$ cat src/rdt_pkg.sv
// Constants, types and helpers for the receiver/decoder tuning register bank.
// Assumes a single 25 MHz clock and a plain address/strobe register port.
// Overview of operation
// - Eight-bit transmit-to-receive clock phase field, reset to its fixed default.
// - Decoder ignores internal signals weaker than the upper-nibble minimum level.
// - Collision flagged only when weaker half-bit reaches the lower-nibble collision level.
// - Select bit set picks in-phase receiver clock, cleared picks quadrature clock.
// - Auto power-down switches receiver on around reception; cleared keeps it on.
// - Source select: 00 low, 01 demodulator, 10 subcarrier pin, 11 baseband pin.
// - Read-only bit shows quadrature clock lagging in-phase by over half a period.
// - Calibration runs after reset and each reception unless disable bit is set.
// - Five-bit field holds delay elements forming the quarter-period shifted clock.
// - Taps updated by host write or calibration; the latest update takes effect.
// - Quadrature clock is a delayed in-phase copy governed by the control register.
package rdt_pkg;

  localparam int CLK_NS = 40;
  localparam int ADDR_W = 6;

  // Register offsets
  localparam logic [ADDR_W-1:0] ADR_PHASE = 6'h1b;
  localparam logic [ADDR_W-1:0] ADR_THRESH = 6'h1c;
  localparam logic [ADDR_W-1:0] ADR_RSVD = 6'h1d;
  localparam logic [ADDR_W-1:0] ADR_SRCCTL = 6'h1e;
  localparam logic [ADDR_W-1:0] ADR_QCTL = 6'h1f;

  // Reset values
  localparam logic [7:0] RST_PHASE = 8'had;
  localparam logic [7:0] RST_THRESH = 8'hff;
  localparam logic [7:0] RST_RSVD = 8'h00;
  localparam logic [7:0] RST_SRCCTL = 8'h41;
  localparam logic [4:0] RST_TAPS = 5'h00;
  localparam logic RST_CALDIS = 1'b0;
  localparam logic RST_QRSVD = 1'b0;

  // Field positions
  localparam int THR_MIN_LSB = 4;
  localparam int THR_COLL_LSB = 0;
  localparam int SRC_CLKSEL = 7;
  localparam int SRC_AUTOPD = 6;
  localparam int SRC_SEL_LSB = 0;
  localparam int Q_HALF = 7;
  localparam int Q_CALDIS = 6;
  localparam int Q_RSVD = 5;
  localparam int Q_TAPS_LSB = 0;

  localparam logic [4:0] TAPS_MAX = 5'h1f;

  // Settling time of the delay line after each tap step
  localparam int SETTLE_NS = 200;
  localparam int SETTLE_CYC = (SETTLE_NS + CLK_NS - 1) / CLK_NS;

  typedef enum logic [1:0] {
    SRC_LOW = 2'h0,
    SRC_DEMOD = 2'h1,
    SRC_SUBC = 2'h2,
    SRC_BASE = 2'h3
  } rdt_src_t;

  typedef enum logic [1:0] {
    CAL_IDLE = 2'b01,
    CAL_WAIT = 2'b10
  } rdt_cal_st_t;

  function automatic logic level_ok(input logic [3:0] lvl, input logic [3:0] th);
    return lvl >= th;
  endfunction

endpackage

$ cat src/rdt_cal_if.sv
// Carrier between the register bank and the quadrature calibration engine.
// Assumes both ends run on the same clock.
`timescale 1ns/1ps
`default_nettype none
interface rdt_cal_if;
  logic start;
  logic abort;
  logic quarter_seen;
  logic busy;
  logic upd;
  logic [4:0] upd_taps;
  modport cal (input start, input abort, input quarter_seen,
               output busy, output upd, output upd_taps);
  modport ctl (output start, output abort, output quarter_seen,
               input busy, input upd, input upd_taps);
endinterface
`default_nettype wire

$ cat src/rdt_qcal.sv
// Quadrature delay-line calibration engine: sweeps taps upward from zero.
// Assumes quarter_seen is already synchronised to clk_i.
`timescale 1ns/1ps
`default_nettype none
module rdt_qcal (
  // Clock and reset
  input wire logic clk_i,
  input wire logic srst_i,
  // Control link
  rdt_cal_if.cal cal
);
  import rdt_pkg::*;

  localparam logic [3:0] CNT_LOAD = 4'(SETTLE_CYC - 1);

  typedef struct packed {
    rdt_cal_st_t st;
    logic [4:0] taps;
    logic [3:0] cnt;
    logic upd;
  } rdt_qcal_st_t;

  rdt_qcal_st_t r, n;

  always_comb begin
    n = r;
    n.upd = 1'b0;
    unique case (r.st)
      CAL_IDLE: begin
        // A host tap write in the same cycle wins over a new sweep
        if (cal.start && !cal.abort) begin
          n.st = CAL_WAIT;
          n.taps = 5'h00;
          n.cnt = CNT_LOAD;
          n.upd = 1'b1;
        end
      end
      CAL_WAIT: begin
        // Host write pre-empts the sweep so its value is the last one
        if (cal.abort) begin
          n.st = CAL_IDLE;
        end else if (r.cnt != 4'h0) begin
          n.cnt = 4'(r.cnt - 4'h1);
        end else if (cal.quarter_seen || r.taps == TAPS_MAX) begin
          n.st = CAL_IDLE;
        end else begin
          n.taps = 5'(r.taps + 5'h01);
          n.cnt = CNT_LOAD;
          n.upd = 1'b1;
        end
      end
      default: n.st = CAL_IDLE;
    endcase
    if (srst_i) begin
      n.st = CAL_IDLE;
      n.taps = RST_TAPS;
      n.cnt = 4'h0;
      n.upd = 1'b0;
    end
  end

  always_ff @(posedge clk_i) begin
    r <= n;
  end

  assign cal.busy = (r.st == CAL_WAIT);
  assign cal.upd = r.upd;
  assign cal.upd_taps = r.taps;
endmodule
`default_nettype wire

$ cat src/rdt_regs.sv
// Receiver/decoder tuning register bank with decoder source and gating logic.
// Assumes a host port with one-cycle strobes and read data one cycle later.
//
// Implementation choice: the plain strobed port.
`timescale 1ns/1ps
`default_nettype none
module rdt_regs (
  // Clock and reset
  input wire logic clk_i,
  input wire logic srst_i,
  // Register port
  input wire logic [rdt_pkg::ADDR_W-1:0] addr_i,
  input wire logic [7:0] wdata_i,
  input wire logic wr_i,
  input wire logic rd_i,
  output logic [7:0] rdata_o,
  // Receiver sequencing
  input wire logic rx_start_i,
  input wire logic rx_end_i,
  output logic receiver_enable_o,
  output logic receiver_clock_select_o,
  output logic [7:0] tx_rx_phase_offset_o,
  // Decoder input
  input wire logic demod_bit_i,
  input wire logic [3:0] signal_level_i,
  input wire logic [3:0] weak_half_level_i,
  input wire logic external_manchester_i,
  output logic decoder_bit_o,
  output logic decoder_valid_o,
  output logic decoder_subcarrier_o,
  output logic bit_collision_o,
  // Quadrature delay line
  input wire logic q_past_quarter_i,
  input wire logic q_past_half_i,
  output logic [4:0] quadrature_delay_taps_o
);
  import rdt_pkg::*;

  typedef struct packed {
    logic [7:0] phase;
    logic [7:0] thr;
    logic [7:0] rsvd;
    logic [7:0] srcctl;
    logic q_rsvd;
    logic caldis;
    logic [4:0] taps;
    logic [7:0] rdata;
    logic ext_s1;
    logic ext_s2;
    logic half_s1;
    logic half_s2;
    logic qtr_s1;
    logic qtr_s2;
    logic rx_active;
    logic rx_en;
    logic boot;
    logic dec_bit;
    logic dec_valid;
    logic dec_subc;
    logic coll;
  } rdt_regs_st_t;

  rdt_regs_st_t r, n;
  rdt_cal_if cal_bus();

  logic wr_q;
  logic [1:0] src;
  logic [3:0] min_lvl;
  logic [3:0] coll_lvl;

  assign wr_q = wr_i && addr_i == ADR_QCTL;
  assign src = r.srcctl[SRC_SEL_LSB +: 2];
  assign min_lvl = r.thr[THR_MIN_LSB +: 4];
  assign coll_lvl = r.thr[THR_COLL_LSB +: 4];

  // Calibration kick after reset and after each reception
  assign cal_bus.start = (r.boot || rx_end_i) && !r.caldis;
  assign cal_bus.abort = wr_q;
  assign cal_bus.quarter_seen = r.qtr_s2;

  rdt_qcal u_qcal (
    .clk_i(clk_i),
    .srst_i(srst_i),
    .cal(cal_bus.cal)
  );

  always_comb begin
    n = r;
    n.boot = 1'b0;
    // Pin-side inputs pass two flops before use
    n.ext_s1 = external_manchester_i;
    n.ext_s2 = r.ext_s1;
    n.half_s1 = q_past_half_i;
    n.half_s2 = r.half_s1;
    n.qtr_s1 = q_past_quarter_i;
    n.qtr_s2 = r.qtr_s1;
    // Calibration first, so a host write in the same cycle wins
    if (cal_bus.upd) begin
      n.taps = cal_bus.upd_taps;
    end
    if (wr_i) begin
      unique case (addr_i)
        ADR_PHASE: n.phase = wdata_i;
        ADR_THRESH: n.thr = wdata_i;
        ADR_RSVD: n.rsvd = wdata_i;
        ADR_SRCCTL: n.srcctl = wdata_i;
        ADR_QCTL: begin
          n.caldis = wdata_i[Q_CALDIS];
          n.q_rsvd = wdata_i[Q_RSVD];
          n.taps = wdata_i[Q_TAPS_LSB +: 5];
        end
        default: n.phase = r.phase;
      endcase
    end
    // Read data stand for exactly one cycle; unmapped offsets read zero
    n.rdata = 8'h00;
    if (rd_i) begin
      unique case (addr_i)
        ADR_PHASE: n.rdata = r.phase;
        ADR_THRESH: n.rdata = r.thr;
        ADR_RSVD: n.rdata = r.rsvd;
        ADR_SRCCTL: n.rdata = r.srcctl;
        ADR_QCTL: n.rdata = {r.half_s2, r.caldis, r.q_rsvd, r.taps};
        default: n.rdata = 8'h00;
      endcase
    end
    // Receive window; a start in the same cycle as an end wins
    if (rx_end_i) begin
      n.rx_active = 1'b0;
    end
    if (rx_start_i) begin
      n.rx_active = 1'b1;
    end
    n.rx_en = !n.srcctl[SRC_AUTOPD] || n.rx_active;
    // Decoder source and level gating
    n.dec_subc = 1'b0;
    n.coll = 1'b0;
    unique case (src)
      SRC_LOW: begin
        n.dec_bit = 1'b0;
        n.dec_valid = 1'b0;
      end
      SRC_DEMOD: begin
        // Weak signals are dropped rather than guessed at
        n.dec_valid = level_ok(signal_level_i, min_lvl);
        n.dec_bit = demod_bit_i && n.dec_valid;
        n.coll = n.dec_valid && level_ok(weak_half_level_i, coll_lvl);
      end
      SRC_SUBC: begin
        n.dec_bit = r.ext_s2;
        n.dec_valid = 1'b1;
        n.dec_subc = 1'b1;
      end
      SRC_BASE: begin
        n.dec_bit = r.ext_s2;
        n.dec_valid = 1'b1;
      end
    endcase
    if (srst_i) begin
      n = '0;
      n.phase = RST_PHASE;
      n.thr = RST_THRESH;
      n.rsvd = RST_RSVD;
      n.srcctl = RST_SRCCTL;
      n.caldis = RST_CALDIS;
      n.q_rsvd = RST_QRSVD;
      n.taps = RST_TAPS;
      n.boot = 1'b1;
      n.rx_en = !RST_SRCCTL[SRC_AUTOPD];
    end
  end

  always_ff @(posedge clk_i) begin
    r <= n;
  end

  assign rdata_o = r.rdata;
  assign receiver_enable_o = r.rx_en;
  // Receiver clock mux sits in the analog domain; only the select leaves here
  assign receiver_clock_select_o = r.srcctl[SRC_CLKSEL];
  assign tx_rx_phase_offset_o = r.phase;
  // The delay line taps the in-phase clock by this many elements
  assign quadrature_delay_taps_o = r.taps;
  assign decoder_bit_o = r.dec_bit;
  assign decoder_valid_o = r.dec_valid;
  assign decoder_subcarrier_o = r.dec_subc;
  assign bit_collision_o = r.coll;
endmodule
`default_nettype wire

$ cat config.mk
export PLATFORM = sky130hd
export DESIGN_NAME = rdt_regs
export DESIGN_NICKNAME = d
export VERILOG_FILES = /design/src/rdt_pkg.sv /design/src/rdt_cal_if.sv /design/src/rdt_qcal.sv /design/src/rdt_regs.sv
export SDC_FILE = /design/constraint.sdc
export NUM_CORES = 1
export LEC_CHECK = 0
export BUFFER_PORTS_ARGS = -buffer_cell sky130_fd_sc_hd__buf_2
export CORE_ASPECT_RATIO = 0.75
export CORE_UTILIZATION = 60
export DETAILED_ROUTE_END_ITERATION = 16
export GPL_TIMING_DRIVEN = 0
export PLACE_DENSITY = 0.85
export REMOVE_ABC_BUFFERS = 1
export SYNTH_ARGS = -nofsm -noshare
export SYNTH_HDL_FRONTEND = slang
export SYNTH_HIERARCHICAL = 1
export SYNTH_SLANG_ARGS = --single-unit
$ cat constraint.sdc
create_clock -name clk_i -period 6.13 [get_ports clk_i]
set_input_delay 0.3065 -clock clk_i [delete_from_list [all_inputs] [get_ports clk_i]]
set_output_delay 0.3065 -clock clk_i [all_outputs]
set_load 0.01 [all_outputs]
==> flow_summary_export.csv <==
group,metric,value,unit
outcome,run_status,"complete, no violations",
placed_design,global_placement_routability_congestion,0.842,
timing,finalHoldViolCount,0,
die,rows,23,
placed_design,dpl_worst_slack,2.82,ns
routing,route.layer.met1.wl,3510,um
routing,drt-initial-drc-count,216,
setup_path,critical_path_cell_by_cell,"buf_2 > nand4b_1 > nor2_1 > nand2_1 > inv_1 > nor2_1 > a21oi_1 > o311ai_0 > o41ai_1",
timing,final.period_utilization,51.1,%
setup_path,critical_path.n_buffers_inverters,2,
flow_run,max_cap_violations,0,
timing,timing.setup.tns,0,ns
setup_path,worstPathMaxFanout,15,
synth,synth_edf_count,0,
grt,gr-usage-all-layers,25.7,%
synth,yosys_warnings,6,
clock_network,cts_setup_buffers,0,
routing,detail_route.drc_violations,0,
placed_design,detailedPlacementHpwl,5060,um
synth,asyncSetResetFlopFracSynth,0,%
synth,synth_sequential_area_ratio,42.0,%
clock_network,worst_skew_pair.late_latency,0.35,ns
setup_path,critical-path-top-cell-by-count,"nor2_1",
timing,drv_slew,0,
final_layout,syn_to_final_growth,9.12,%
synth,distinct_cell_type_count_of_the_synthesized_netlist,50,
final_layout,final_layout_size_suffix_gt1_share,21.8,%
synth,postSynthCellCount,366,
timing,timing_worst_slew_pin_value,1.13,ns
routing,dr_wl_met2,3240,um
power_and_ir_drop,power-per-cell-area,264,mW/mm2
synth,synth_flop_cell,"dfxtp_1",
synth,syn-cell-area,0.00343,mm2
timing,setup_violations,0,
synth,synth-compound-area-share,17.3,%
setup_path,setup_crit_end_kind,"register",
clock_network,clock_transition_at_the_register_clock_pins_on_the_worst_setup_and_hold_paths_after_cts,0.08,ns
timing,period_needed,3.13,ns
timing,final.setup.worst_slack,3.00,ns
power_and_ir_drop,ir_worst_vdd,0.000174,V
setup_path,cpMaxStageDelayCell,"a21oi_1",
power_and_ir_drop,report.power.total,0.000988,W
grt,grt_max_degree,64,
synth,synthMuxAreaShare,5.55,%
clock_network,clock-sinks,72,
placed_design,place.port_buffers,58,
setup_path,critical_path_required_time,6.36,ns
clock_network,root_buffer,"clkbuf_8",
setup_path,top_family_by_delay_on_critical_path,"simple AND/OR/NAND/NOR gates",
setup_path,crit_type,"in -> reg",
timing,clock.fmax,320,MHz
die,die_area,0.00602,mm2
routing,final_wirelength,7400,um
final_layout,finish.net_count,439,
clock_network,clock_path_buffers,2,
timing,finalHoldWorstSlack,0.172,ns
synth,yosys.area_share.xor_xnor,0,%
routing,route.detailed.vias_per_inst,5.96,
timing,grt_setup_unrepaired,"no",
die,start_util,63.4,%
setup_path,r2r_start,"u_qcal/cal.upd_taps[0]",
routing,top_signal_layer_used,"met4",
setup_path,timing.critical_path.slowest_cell_delay,0.78,ns
grt,globalRouteOverflowTotal,0,
synth,avgSynthCellArea,9.37,um2
setup_path,crit_path_start,"addr_i[1]",
clock_network,cts_repair_resize_count,0,
timing,slew_headroom,24.9,%
final_layout,seq_area,0.00144,mm2
clock_network,cts-htree-levels,3,
clock_network,cts-buffers-inserted,9,
synth,synth.ff_latch_count,72,
clock_network,tritoncts,"yes",
grt,grt_pass1_vias,2437,
synth,synth_fa_ha_area_share,4.74,%
power_and_ir_drop,power.leakage,1.74,nW
final_layout,most_common_cell_after_layout_fill_and_taps_aside,"dfxtp_1",
timing,skew,0.00704,ns
routing,firstDrtPassIters,5,
final_layout,antenna_cells_inserted,0,
routing,wl_per_cell,15.6,um
routing,dr_total_vias,2826,
worst_hold_path,hold_path_startpoint,"external_manchester_i",
synth,area_fraction_in_and_or_nand_and_nor_cells_after_synthesis,20.3,%
grt,number_of_antenna_violations_at_the_first_check_in_global_routing,0,
die,die_w,89.3,um
worst_hold_path,min_delay_worst_type,"in -> reg",
die,die_h,67.5,um
die,floorplan.core_area,0.00541,mm2
setup_path,worst-endpoint-arrival,3.36,ns
die,io_pins,59,
setup_path,setup.worst_path.start_class,"primary input",
final_layout,multi_input_area,0.00164,mm2
grt,global_route_wire_length_before_repair,11400,um
synth,synth_top_family_by_area,"simple AND/OR/NAND/NOR gates",
final_layout,mostFrequentLayoutCells,"dfxtp_1 (72), buf_2 (58), nor2_1 (30)",
final_layout,final.fill_count,413,
routing,routed-wl-met3,563,um
routing,ant_nets,0,
clock_network,post_cts_hold_buffer_count,0,
stage by stage:
stage                     utilization (%)  std cells  area (um2)
after floorplan                         -        325        3150
after global placement               65.3        458        3530
after detailed placement             65.3        458        3530
after CTS                            69.1        474        3740
after global routing                 69.1        474        3740
final                                69.1        474        3740
per-layer routing:
metal,track usage [%],vias to the layer above
li1,-,1348
met1,36.1,1350
met5,0,-
met4,7.94,0
met3,7.33,9
met2,38.1,119
synthesized netlist by cell type, drive strengths merged, types with 4 or more instances:
| cell | instances | share of area (%) |
|---|---|---|
| a21oi | 18 | 2.6 |
| mux2i | 19 | 5.5 |
| inv | 18 | 2.0 |
| a22oi | 16 | 3.5 |
| ha | 13 | 4.7 |
| dfxtp | 72 | 42 |
| nand3 | 6 | 0.88 |
| nor3 | 5 | 0.88 |
| nor2b | 8 | 1.5 |
| a211o | 14 | 3.6 |
| nor3b | 6 | 2.3 |
| o21ai | 10 | 1.5 |
| a31oi | 10 | 1.8 |
| clkbuf | 8 | 0.88 |
| a211oi | 5 | 1.1 |
| nand4 | 4 | 0.73 |
| or4 | 4 | 0.88 |
| nor2 | 30 | 3.3 |
| buf | 32 | 7.0 |
| nand2 | 23 | 3.0 |
| and3 | 15 | 2.7 |
path summary, 6_finish.rpt:
path	endpoint	slack, ns	cells past startpoint
worst max-delay path	u_qcal/r[3]	3.00	9
worst min-delay path	r[12]	0.17	2
worst min register to register	cal_bus.quarter_seen	0.44	1
worst max register to register	u_qcal/cal.upd_taps[3]	3.75	7
worst register-to-register path: cells and delay by family (launching register included):
family	cells	cell delay, ns
AOI/OAI and AO/OA	1	0.15
adders and majority gates	2	0.48
and+or+nand+nor	4	1.32
DFF	1	0.36
power by group:
group | switching (W) | internal, W | total (W) | leakage (nW)
combinational | 0.0000715 | 0.0000441 | 0.000116 | 1.05
clock | 0.000171 | 0.000209 | 0.000380 | 0.101
sequential | 0.0000125 | 0.000480 | 0.000493 | 0.584
kinds of logic after synthesis:
kind of cell,after synthesis
flops,72
buf+inv,59
fa+ha+maj,13
simple gates,116
mux,19
compound gates,87
area by class of cell:
class / count / share of cell area [%]
tap: 75 / 2.51
inverter: 18 / 1.81
timing repair buffer: 58 / 7.76
multi-input combinational: 235 / 43.9
clock buffer: 11 / 4.05
clock inverter: 5 / 1.47
sequential: 72 / 38.5
registers in the layout, summed over array words and instances (netlist names), 4 cells and up:
name and flops:
coll_lvl 4, min_lvl 4, r 24, u_qcal/cal.upd_taps 5
tx_rx_phase_offset_o 8, u_qcal/r 6, rdata_o 8, quadrature_delay_taps_o 5
(Power assumes the default switching activity.)
